## config.mk

```make
export PLATFORM = sky130hd
export DESIGN_NAME = tbdc_timer
export DESIGN_NICKNAME = d
export VERILOG_FILES = /design/src/verilog/tbdc_pkg.sv /design/src/verilog/tbdc_tick_div.sv /design/src/verilog/tbdc_timer.sv
export SDC_FILE = /design/constraint.sdc
export NUM_CORES = 1
export LEC_CHECK = 0
export BUFFER_PORTS_ARGS = -buffer_cell sky130_fd_sc_hd__buf_2
export CELL_PAD_IN_SITES_DETAIL_PLACEMENT = 0
export CELL_PAD_IN_SITES_GLOBAL_PLACEMENT = 2
export CORE_UTILIZATION = 34
export CTS_CLUSTER_SIZE = 24
export DETAILED_ROUTE_END_ITERATION = 8
export HOLD_SLACK_MARGIN = 0.05
export PLACE_DENSITY_LB_ADDON = 0.3
export SYNTH_ARGS = -nofsm -noshare
export SYNTH_HDL_FRONTEND = slang
export SYNTH_SLANG_ARGS = --single-unit
```

## constraint.sdc

```tcl
create_clock -name clk_sys -period 2.7 [get_ports clk_sys]
set_clock_uncertainty 0.1 [all_clocks]
set_input_delay 0.135 -clock clk_sys [delete_from_list [all_inputs] [get_ports clk_sys]]
set_output_delay 0.135 -clock clk_sys [all_outputs]
set_load 0.005 [all_outputs]
```

## src/verilog/tbdc_pkg.sv

```systemverilog
package tbdc_pkg;

   // special register numbers (10-bit)
   localparam logic [9:0] SPR_DOWN_COUNTER        = 10'h016;
   localparam logic [9:0] SPR_DOWN_COUNTER_RELOAD = 10'h036;
   localparam logic [9:0] SPR_TB_LOW_USER         = 10'h10C;
   localparam logic [9:0] SPR_TB_HIGH_USER        = 10'h10D;
   localparam logic [9:0] SPR_TB_LOW_SUPER        = 10'h11C;
   localparam logic [9:0] SPR_TB_HIGH_SUPER       = 10'h11D;
   localparam logic [9:0] SPR_TIMER_STATUS        = 10'h150;
   localparam logic [9:0] SPR_TIMER_CONTROL       = 10'h154;
   localparam logic [9:0] SPR_ALT_TB_LOWER        = 10'h20E;
   localparam logic [9:0] SPR_ALT_TB_UPPER        = 10'h20F;

   // timer control fields
   localparam int CTL_WD_SEL_LSB  = 0;
   localparam int CTL_FI_SEL_LSB  = 8;
   localparam int CTL_SEL_W       = 6;
   localparam int CTL_AUTO_RELOAD = 22;
   localparam int CTL_FI_IE       = 23;
   localparam int CTL_DOWN_IE     = 26;
   localparam int CTL_WD_IE       = 27;

   // timer status fields, written one to clear
   localparam int STS_DOWN_EVT  = 27;
   localparam int STS_FI_EVT    = 26;
   localparam int STS_WD_RESET  = 28;
   localparam int STS_WD_EVT    = 30;

   localparam logic [31:0] CTL_RESET = 32'h0000_0000;
   localparam logic [31:0] STS_RESET = 32'h0000_0000;
   localparam logic [31:0] DC_RESET  = 32'h0000_0000;

   // tick rates as divider counts of clk_sys
   localparam int TB_DIV_DEFAULT  = 8;
   localparam int ALT_DIV_DEFAULT = 1;

endpackage

```

## src/verilog/tbdc_tick_div.sv

```systemverilog
`timescale 1ns/1ps
module tbdc_tick_div #(
   parameter int DIV = 8
) (
   // clock and reset
   input  wire logic clk_sys,
   input  wire logic sys_rst,
   // tick
   output logic      tick
);
   localparam int CW = (DIV > 1) ? $clog2(DIV) : 1;

   typedef struct packed {
      logic [CW-1:0] cnt;
      logic          tick;
   } tbdc_div_state_type;

   tbdc_div_state_type s_q;
   tbdc_div_state_type s_d;

   always_comb begin
      s_d      = s_q;
      s_d.tick = 1'b0;
      if (s_q.cnt == CW'(DIV - 1)) begin
         s_d.cnt  = '0;
         s_d.tick = 1'b1;
      end else begin
         s_d.cnt = s_q.cnt + CW'(1);
      end
   end

   always_ff @(posedge clk_sys) begin
      if (sys_rst) begin
         s_q <= '0;
      end else begin
         s_q <= s_d;
      end
   end

   assign tick = s_q.tick;
endmodule

```

## src/verilog/tbdc_timer.sv

```systemverilog
`timescale 1ns/1ps
// Notes on behaviour
// - time base is high half over low half
// - both halves count as one 64-bit counter
// - user views read only, supervisor writes
// - time base bits trigger timer interrupts
// - down-counter steps with time base tick
// - down-counter interrupt when period elapses
// - auto-reload loads reload register value
// - control holds auto-reload and down interrupt enable
// - control selects any time base bit for triggers
// - status holds events and watchdog reset cause
// - watchdog and fixed-interval enables provided
// - alternate base read only, counts up, wraps
// - alternate base counts at its own rate
// - user time base at 268 and 269
// - supervisor time base at 284 and 285
// - down-counter at 22, reload at 54
// - control at 340, status at 336
// - alternate base at 526 and 527
module tbdc_timer #(
   parameter int TB_DIV  = tbdc_pkg::TB_DIV_DEFAULT,
   parameter int ALT_DIV = tbdc_pkg::ALT_DIV_DEFAULT
) (
   // clock and reset
   input  wire logic        clk_sys,
   input  wire logic        sys_rst,
   // special register port
   input  wire logic        spr_rd,
   input  wire logic        spr_wr,
   input  wire logic [9:0]  spr_num,
   input  wire logic        spr_super,
   input  wire logic [31:0] spr_wdata,
   output logic      [31:0] spr_rdata,
   output logic             spr_ack,
   output logic             spr_err,
   // reset cause from the reset logic
   input  wire logic        wd_reset_seen,
   // interrupt requests
   output logic             down_irq,
   output logic             fixed_irq,
   output logic             wd_irq
);
   typedef struct packed {
      logic [31:0] tb_hi;
      logic [31:0] tb_lo;
      logic [63:0] alt;
      logic [31:0] dc;
      logic [31:0] dc_reload;
      logic [31:0] ctl;
      logic [31:0] sts;
      logic        fi_bit_prev;
      logic        wd_bit_prev;
      logic        wd_cause_taken;
      logic [31:0] rdata;
      logic        ack;
      logic        err;
   } tbdc_state_type;

   tbdc_state_type s_q;
   tbdc_state_type s_d;
   logic           tb_tick;
   logic           alt_tick;

   tbdc_tick_div #(.DIV(TB_DIV)) u_tb_div (
      .clk_sys (clk_sys),
      .sys_rst (sys_rst),
      .tick    (tb_tick)
   );

   tbdc_tick_div #(.DIV(ALT_DIV)) u_alt_div (
      .clk_sys (clk_sys),
      .sys_rst (sys_rst),
      .tick    (alt_tick)
   );

   function automatic logic tb_bit_sel(input logic [63:0] tb, input logic [5:0] sel);
      tb_bit_sel = tb[sel];
   endfunction

   function automatic logic spr_known(input logic [9:0] n);
      case (n)
         tbdc_pkg::SPR_DOWN_COUNTER, tbdc_pkg::SPR_DOWN_COUNTER_RELOAD,
         tbdc_pkg::SPR_TB_LOW_USER, tbdc_pkg::SPR_TB_HIGH_USER,
         tbdc_pkg::SPR_TB_LOW_SUPER, tbdc_pkg::SPR_TB_HIGH_SUPER,
         tbdc_pkg::SPR_TIMER_STATUS, tbdc_pkg::SPR_TIMER_CONTROL,
         tbdc_pkg::SPR_ALT_TB_LOWER, tbdc_pkg::SPR_ALT_TB_UPPER: spr_known = 1'b1;
         default: spr_known = 1'b0;
      endcase
   endfunction

   logic [63:0] tb_now;
   logic [63:0] tb_inc;
   logic [5:0]  fi_sel;
   logic [5:0]  wd_sel;
   logic        fi_bit;
   logic        wd_bit;
   logic        wr_ok;
   logic        is_user_view;
   logic        is_super_only;

   always_comb begin
      tb_now        = {s_q.tb_hi, s_q.tb_lo};
      tb_inc        = tb_now + 64'h0000_0000_0000_0001;
      fi_sel        = s_q.ctl[tbdc_pkg::CTL_FI_SEL_LSB +: tbdc_pkg::CTL_SEL_W];
      wd_sel        = s_q.ctl[tbdc_pkg::CTL_WD_SEL_LSB +: tbdc_pkg::CTL_SEL_W];
      fi_bit        = tb_bit_sel(tb_now, fi_sel);
      wd_bit        = tb_bit_sel(tb_now, wd_sel);
      is_user_view  = (spr_num == tbdc_pkg::SPR_TB_LOW_USER)
                    || (spr_num == tbdc_pkg::SPR_TB_HIGH_USER)
                    || (spr_num == tbdc_pkg::SPR_ALT_TB_LOWER)
                    || (spr_num == tbdc_pkg::SPR_ALT_TB_UPPER);
      is_super_only = spr_known(spr_num) && !is_user_view;
      // user views take no write; supervisor registers need privilege
      wr_ok         = spr_wr && spr_super && is_super_only;
   end

   always_comb begin
      s_d     = s_q;
      s_d.ack = spr_rd || spr_wr;
      s_d.err = (spr_rd && (!spr_known(spr_num) || (is_super_only && !spr_super)))
             || (spr_wr && !wr_ok);

      // time base
      if (wr_ok && spr_num == tbdc_pkg::SPR_TB_LOW_SUPER) begin
         s_d.tb_lo = spr_wdata;
      end else if (wr_ok && spr_num == tbdc_pkg::SPR_TB_HIGH_SUPER) begin
         s_d.tb_hi = spr_wdata;
      end else if (tb_tick) begin
         s_d.tb_lo = tb_inc[31:0];
         s_d.tb_hi = tb_inc[63:32];
      end

      // alternate time base
      if (alt_tick) begin
         s_d.alt = s_q.alt + 64'h0000_0000_0000_0001;
      end

      // down-counter
      if (wr_ok && spr_num == tbdc_pkg::SPR_DOWN_COUNTER) begin
         s_d.dc = spr_wdata;
      end else if (tb_tick && s_q.dc != 32'h0000_0000) begin
         s_d.dc = s_q.dc - 32'h0000_0001;
      end else if (tb_tick && s_q.ctl[tbdc_pkg::CTL_AUTO_RELOAD]) begin
         s_d.dc = s_q.dc_reload;
      end
      if (wr_ok && spr_num == tbdc_pkg::SPR_DOWN_COUNTER_RELOAD) begin
         s_d.dc_reload = spr_wdata;
      end

      // control
      if (wr_ok && spr_num == tbdc_pkg::SPR_TIMER_CONTROL) begin
         s_d.ctl = spr_wdata;
      end

      // status: write one to clear, a same-cycle event wins
      if (wr_ok && spr_num == tbdc_pkg::SPR_TIMER_STATUS) begin
         s_d.sts = s_q.sts & ~spr_wdata;
      end
      if (tb_tick && s_q.dc == 32'h0000_0001) begin
         s_d.sts[tbdc_pkg::STS_DOWN_EVT] = 1'b1;
      end
      if (!s_q.fi_bit_prev && fi_bit) begin
         s_d.sts[tbdc_pkg::STS_FI_EVT] = 1'b1;
      end
      if (!s_q.wd_bit_prev && wd_bit) begin
         s_d.sts[tbdc_pkg::STS_WD_EVT] = 1'b1;
      end
      if (!s_q.wd_cause_taken) begin
         s_d.sts[tbdc_pkg::STS_WD_RESET] = wd_reset_seen;
         s_d.wd_cause_taken              = 1'b1;
      end
      s_d.fi_bit_prev = fi_bit;
      s_d.wd_bit_prev = wd_bit;

      // read data
      s_d.rdata = 32'h0000_0000;
      if (spr_rd && !s_d.err) begin
         case (spr_num)
            tbdc_pkg::SPR_TB_LOW_USER:         s_d.rdata = s_q.tb_lo;
            tbdc_pkg::SPR_TB_HIGH_USER:        s_d.rdata = s_q.tb_hi;
            tbdc_pkg::SPR_TB_LOW_SUPER:        s_d.rdata = s_q.tb_lo;
            tbdc_pkg::SPR_TB_HIGH_SUPER:       s_d.rdata = s_q.tb_hi;
            tbdc_pkg::SPR_DOWN_COUNTER:        s_d.rdata = s_q.dc;
            tbdc_pkg::SPR_DOWN_COUNTER_RELOAD: s_d.rdata = s_q.dc_reload;
            tbdc_pkg::SPR_TIMER_CONTROL:       s_d.rdata = s_q.ctl;
            tbdc_pkg::SPR_TIMER_STATUS:        s_d.rdata = s_q.sts;
            tbdc_pkg::SPR_ALT_TB_LOWER:        s_d.rdata = s_q.alt[31:0];
            tbdc_pkg::SPR_ALT_TB_UPPER:        s_d.rdata = s_q.alt[63:32];
            default:                           s_d.rdata = 32'h0000_0000;
         endcase
      end
   end

   always_ff @(posedge clk_sys) begin
      if (sys_rst) begin
         s_q           <= '0;
         s_q.dc        <= tbdc_pkg::DC_RESET;
         s_q.ctl       <= tbdc_pkg::CTL_RESET;
         s_q.sts       <= tbdc_pkg::STS_RESET;
      end else begin
         s_q <= s_d;
      end
   end

   assign spr_rdata = s_q.rdata;
   assign spr_ack   = s_q.ack;
   assign spr_err   = s_q.err;
   assign down_irq  = s_q.sts[tbdc_pkg::STS_DOWN_EVT] && s_q.ctl[tbdc_pkg::CTL_DOWN_IE];
   assign fixed_irq = s_q.sts[tbdc_pkg::STS_FI_EVT] && s_q.ctl[tbdc_pkg::CTL_FI_IE];
   assign wd_irq    = s_q.sts[tbdc_pkg::STS_WD_EVT] && s_q.ctl[tbdc_pkg::CTL_WD_IE];
endmodule

```

==> metrics.csv <==
metric,value,unit
total track usage,27.5,%
Clock Power Share,52.0,%
part of the power in registers,43.8,%
number of global-route vias before repair,15900,
critical path's top delay family,simple AND/OR/NAND/NOR gates,
starting density of the core,34.6,%
Unique masters post-synth,72,
buffer levels on the longest clock path,3,
cells after synthesis,2020,
fin crit share,98.8,%
FF-to-FF setup slack,0.03,ns
reg-to-reg endpoint,s_q[158]$_SDFFE_PP0P_,
Area contributors post-synth,"dfxtp_1, a21oi_1, nand2_1",
crit path capture type,flip-flop,
CP Class,flip-flop to flip-flop,
die height,223,microns
relative slew slack,54.8,%
final WL,68800,microns
worst skew pair latency,0.56,ns
Initial DRT Pass Iterations,6,
RR Startpoint,s_q[139]$_SDFFE_PP0P_,
switch share,23.5,%
final hold viol count,0,
core area,47800,sq um
Nets,2242,
Synth Register Bits,299,
Max Slew Vio Count,0,
syn_area_per_cell,8.19,sq um
Post-Syn Nets,2075,
Initial DRC Count,1667,
critical path peak fanout,8,
GR Overflow Total,0,
max cap viols,0,
Die ar.,49600,sq um
Fmax,375,MHz
CTS tree,built,
Async SR Flop Fraction,0,%
CTS clock-pin slew for the worst setup and hold paths,0.06,ns
Post-synth EDFFs,0,
clk sink count,299,
Final setup viols,0,
RSZ-0062 raised after global routing,true,
hold_sp,spr_wr,
Place WS,0.0262,ns
switching power,2.38,mW
number of cells on the worst hold path,4,
# H-tree levels,2,
"Largest stage delay, worst path",0.64,ns
routability cong.,0.952,
Worst Path Buf+Inv,1,
Comb pwr share,4.2,%
Horiz. Die Dim,223,microns
Int Power,7.74,mW
min Tclk post-route,2.67,ns
sequential fraction of the synthesis area,36.2,%
dominant synthesized flop cell,dfxtp_1,
"Slowest-stage cell, CP",or4b_4,
Crit. Startpoint,s_q[139]$_SDFFE_PP0P_,
post-route ant nets,0,
P&R area growth vs syn,22.1,%
first-pass GRT wire length,102000,microns
Via density,5.83,
antenna diode count,0,
row count,80,
Hold Crit Endpoint,spr_err$_SDFF_PP0_,
Avg WL per Cell,24.3,microns
CTS root buf,clkbuf_16,
share of cells above drive strength 1,19.4,%
IO buf count,84,
LEAKAGE,7.18,nW
Synth area leader,dfxtp_1,
initial antenna violation count,0,
mapped cell area,16600,sq um
Worst Hold Class,primary input to flip-flop,
Synth top area share,36.2,%
CP Cell Sequence,or4_4 > or4b_4 > buf_4 > or4_4 > xnor2_1 > nand2_1 > a21oi_1,
Worst Reg-to-Reg Cells,7,
vias,16500,
number of CTS-inserted buffers,38,
DRC Markers,0,
WP data required,3.09,ns
Power Density,500,nW/um^2
Startpoint Class,flip-flop,
I/O pins,85,
Max VDD drop,352,uV
Total Power,10.1,mW
most frequent CP cell,or4_4,
Slew @ Worst Pin,0.678,ns
Hold WS,0.0795,ns
largest net degree at the start of global routing,117,
status,"complete, no violations",
"Arr. time, crit path",3.05,ns
Yosys Warn Count,0,
post-detail-place hpwl,51100,microns
PnR worst setup slack,0.0319,ns
-- cell type report --
cell class	count	area (sq um)
sequential	299	5990
fill	4914	27600
multi-input combinational	1504	9650
timing repair buffer	313	2410
clock buffer	58	1170
clock inverter	10	109
tap	615	769
inverter	31	116
-- layout by cell type, fill, tap and decap left out, types with 39 or more instances in the layout --
| cell | netlist | final |
|---|---|---|
| mux2i_1 | 87 | 87 |
| xnor2_1 | 54 | 54 |
| nor4_1 | 49 | 48 |
| buf_2 | 3 | 82 |
| buf_4 | 34 | 179 |
| nand3_1 | 66 | 65 |
| a21oi_1 | 210 | 210 |
| nor2_1 | 154 | 152 |
| nand4_1 | 45 | 45 |
| dfxtp_1 | 299 | 299 |
| or3_1 | 39 | 39 |
| xor2_1 | 40 | 40 |
| clkbuf_16 | 0 | 41 |
| o21ai_0 | 68 | 65 |
| nand2_1 | 264 | 264 |
| o22ai_1 | 39 | 39 |
-- through the flow --
stage	setup TNS (ns)	cells	util, %	cell area, sq um
after floorplan	-0.0100	2020	-	16600
after global placement	0	2721	38.6	18500
after detailed placement	0	2721	38.6	18500
after CTS	0	2827	42.1	20100
after global routing	-0.246	2830	42.2	20200
final	0	2830	42.2	20200
-- routing by layer --
layer	routed length, microns	track usage (%)	share of wire [%]	vias to the layer above
met4	2450	10.4	3.6	0
met2	31500	44.2	46	579
li1	-	-	-	7665
met3	4040	3.45	5.9	120
met5	0	0	0	-
met1	30800	37.4	45	8129
-- logic make-up after synthesis --
kind of cell / synth area share [%]
other: 0.0227
buffers and inverters: 5.85
AO/OA/AOI/OAI: 17.8
AND/OR/NAND/NOR: 23.0
XOR/XNOR: 4.97
multiplexers: 11.6
adder cells (fa/ha/maj): 0.529
flip-flops: 36.2
-- worst max-delay path by stage --
stage                                 end  depth (start not counted)
finish              s_q[158]$_SDFFE_PP0P_                          7
CTS                 s_q[138]$_SDFFE_PP0P_                          7
detailed placement  s_q[223]$_SDFFE_PP0P_                          7
global placement    s_q[133]$_SDFFE_PP0P_                          6
floorplan           s_q[148]$_SDFFE_PP0P_                         10
global route        s_q[138]$_SDFFE_PP0P_                          7
-- sequential cells by signal, indices dropped and copies added, names as in the netlist --
name / cells
s_q: 253
spr_rdata: 32
fi_sel: 6
u_tb_div.s_q: 3
spr_ack: 1
spr_err: 1
u_alt_div.s_q: 1
u_alt_div.tick: 1
u_tb_div.tick: 1
-- worst reg2reg max path, cell delays in order, from the launching register on --
cell     delay (ns)
dfxtp_1        0.31
or4_4          0.54
or4b_4         0.64
buf_4          0.18
or4_4          0.50
xnor2_1        0.17
nand2_1        0.07
a21oi_1        0.11
-- synth_stat cells, types with 4 or more instances --
library cell  instances
dfxtp_1             299
nand2_1             264
a21oi_1             210
nor2_1              154
clkbuf_1            132
mux2i_1              87
o21ai_0              68
nand3_1              66
xnor2_1              54
nor4_1               49
nand4_1              45
xor2_1               40
o22ai_1              39
or3_1                39
a211oi_1             37
buf_4                34
nor3_1               34
mux4_2               32
a22oi_1              30
inv_1                29
mux2_2               29
and3_1               28
and4_1               21
a31oi_1              20
and2_1               16
or4_1                15
buf_1                14
a311oi_1             12
o211ai_1             12
a221oi_1             10
o31a_1                8
ha_1                  7
nor4b_1               7
or2_2                 7
nand2b_1              6
o31ai_1               6
nor2b_1               4
nor3b_1               4
-- power by group through the flow --
stage                     Clock [mW]  Sequential (mW)  Combinational, mW
after floorplan                    0             4.53              0.162
after global placement             0             4.53              0.371
after detailed placement           0             4.53              0.372
after CTS                       5.36             4.43              0.414
after global routing            5.55             4.43              0.439
final                           5.26             4.43              0.420
-- what timing repair did --
item,CTS,global route
endpoints found under the setup margin,0,26
resized for setup,0,12
hold buffers,38,0
setup buffers,0,3
hold endpoints to repair,194,0
Note: power is estimated with default switching activity, not from simulation.
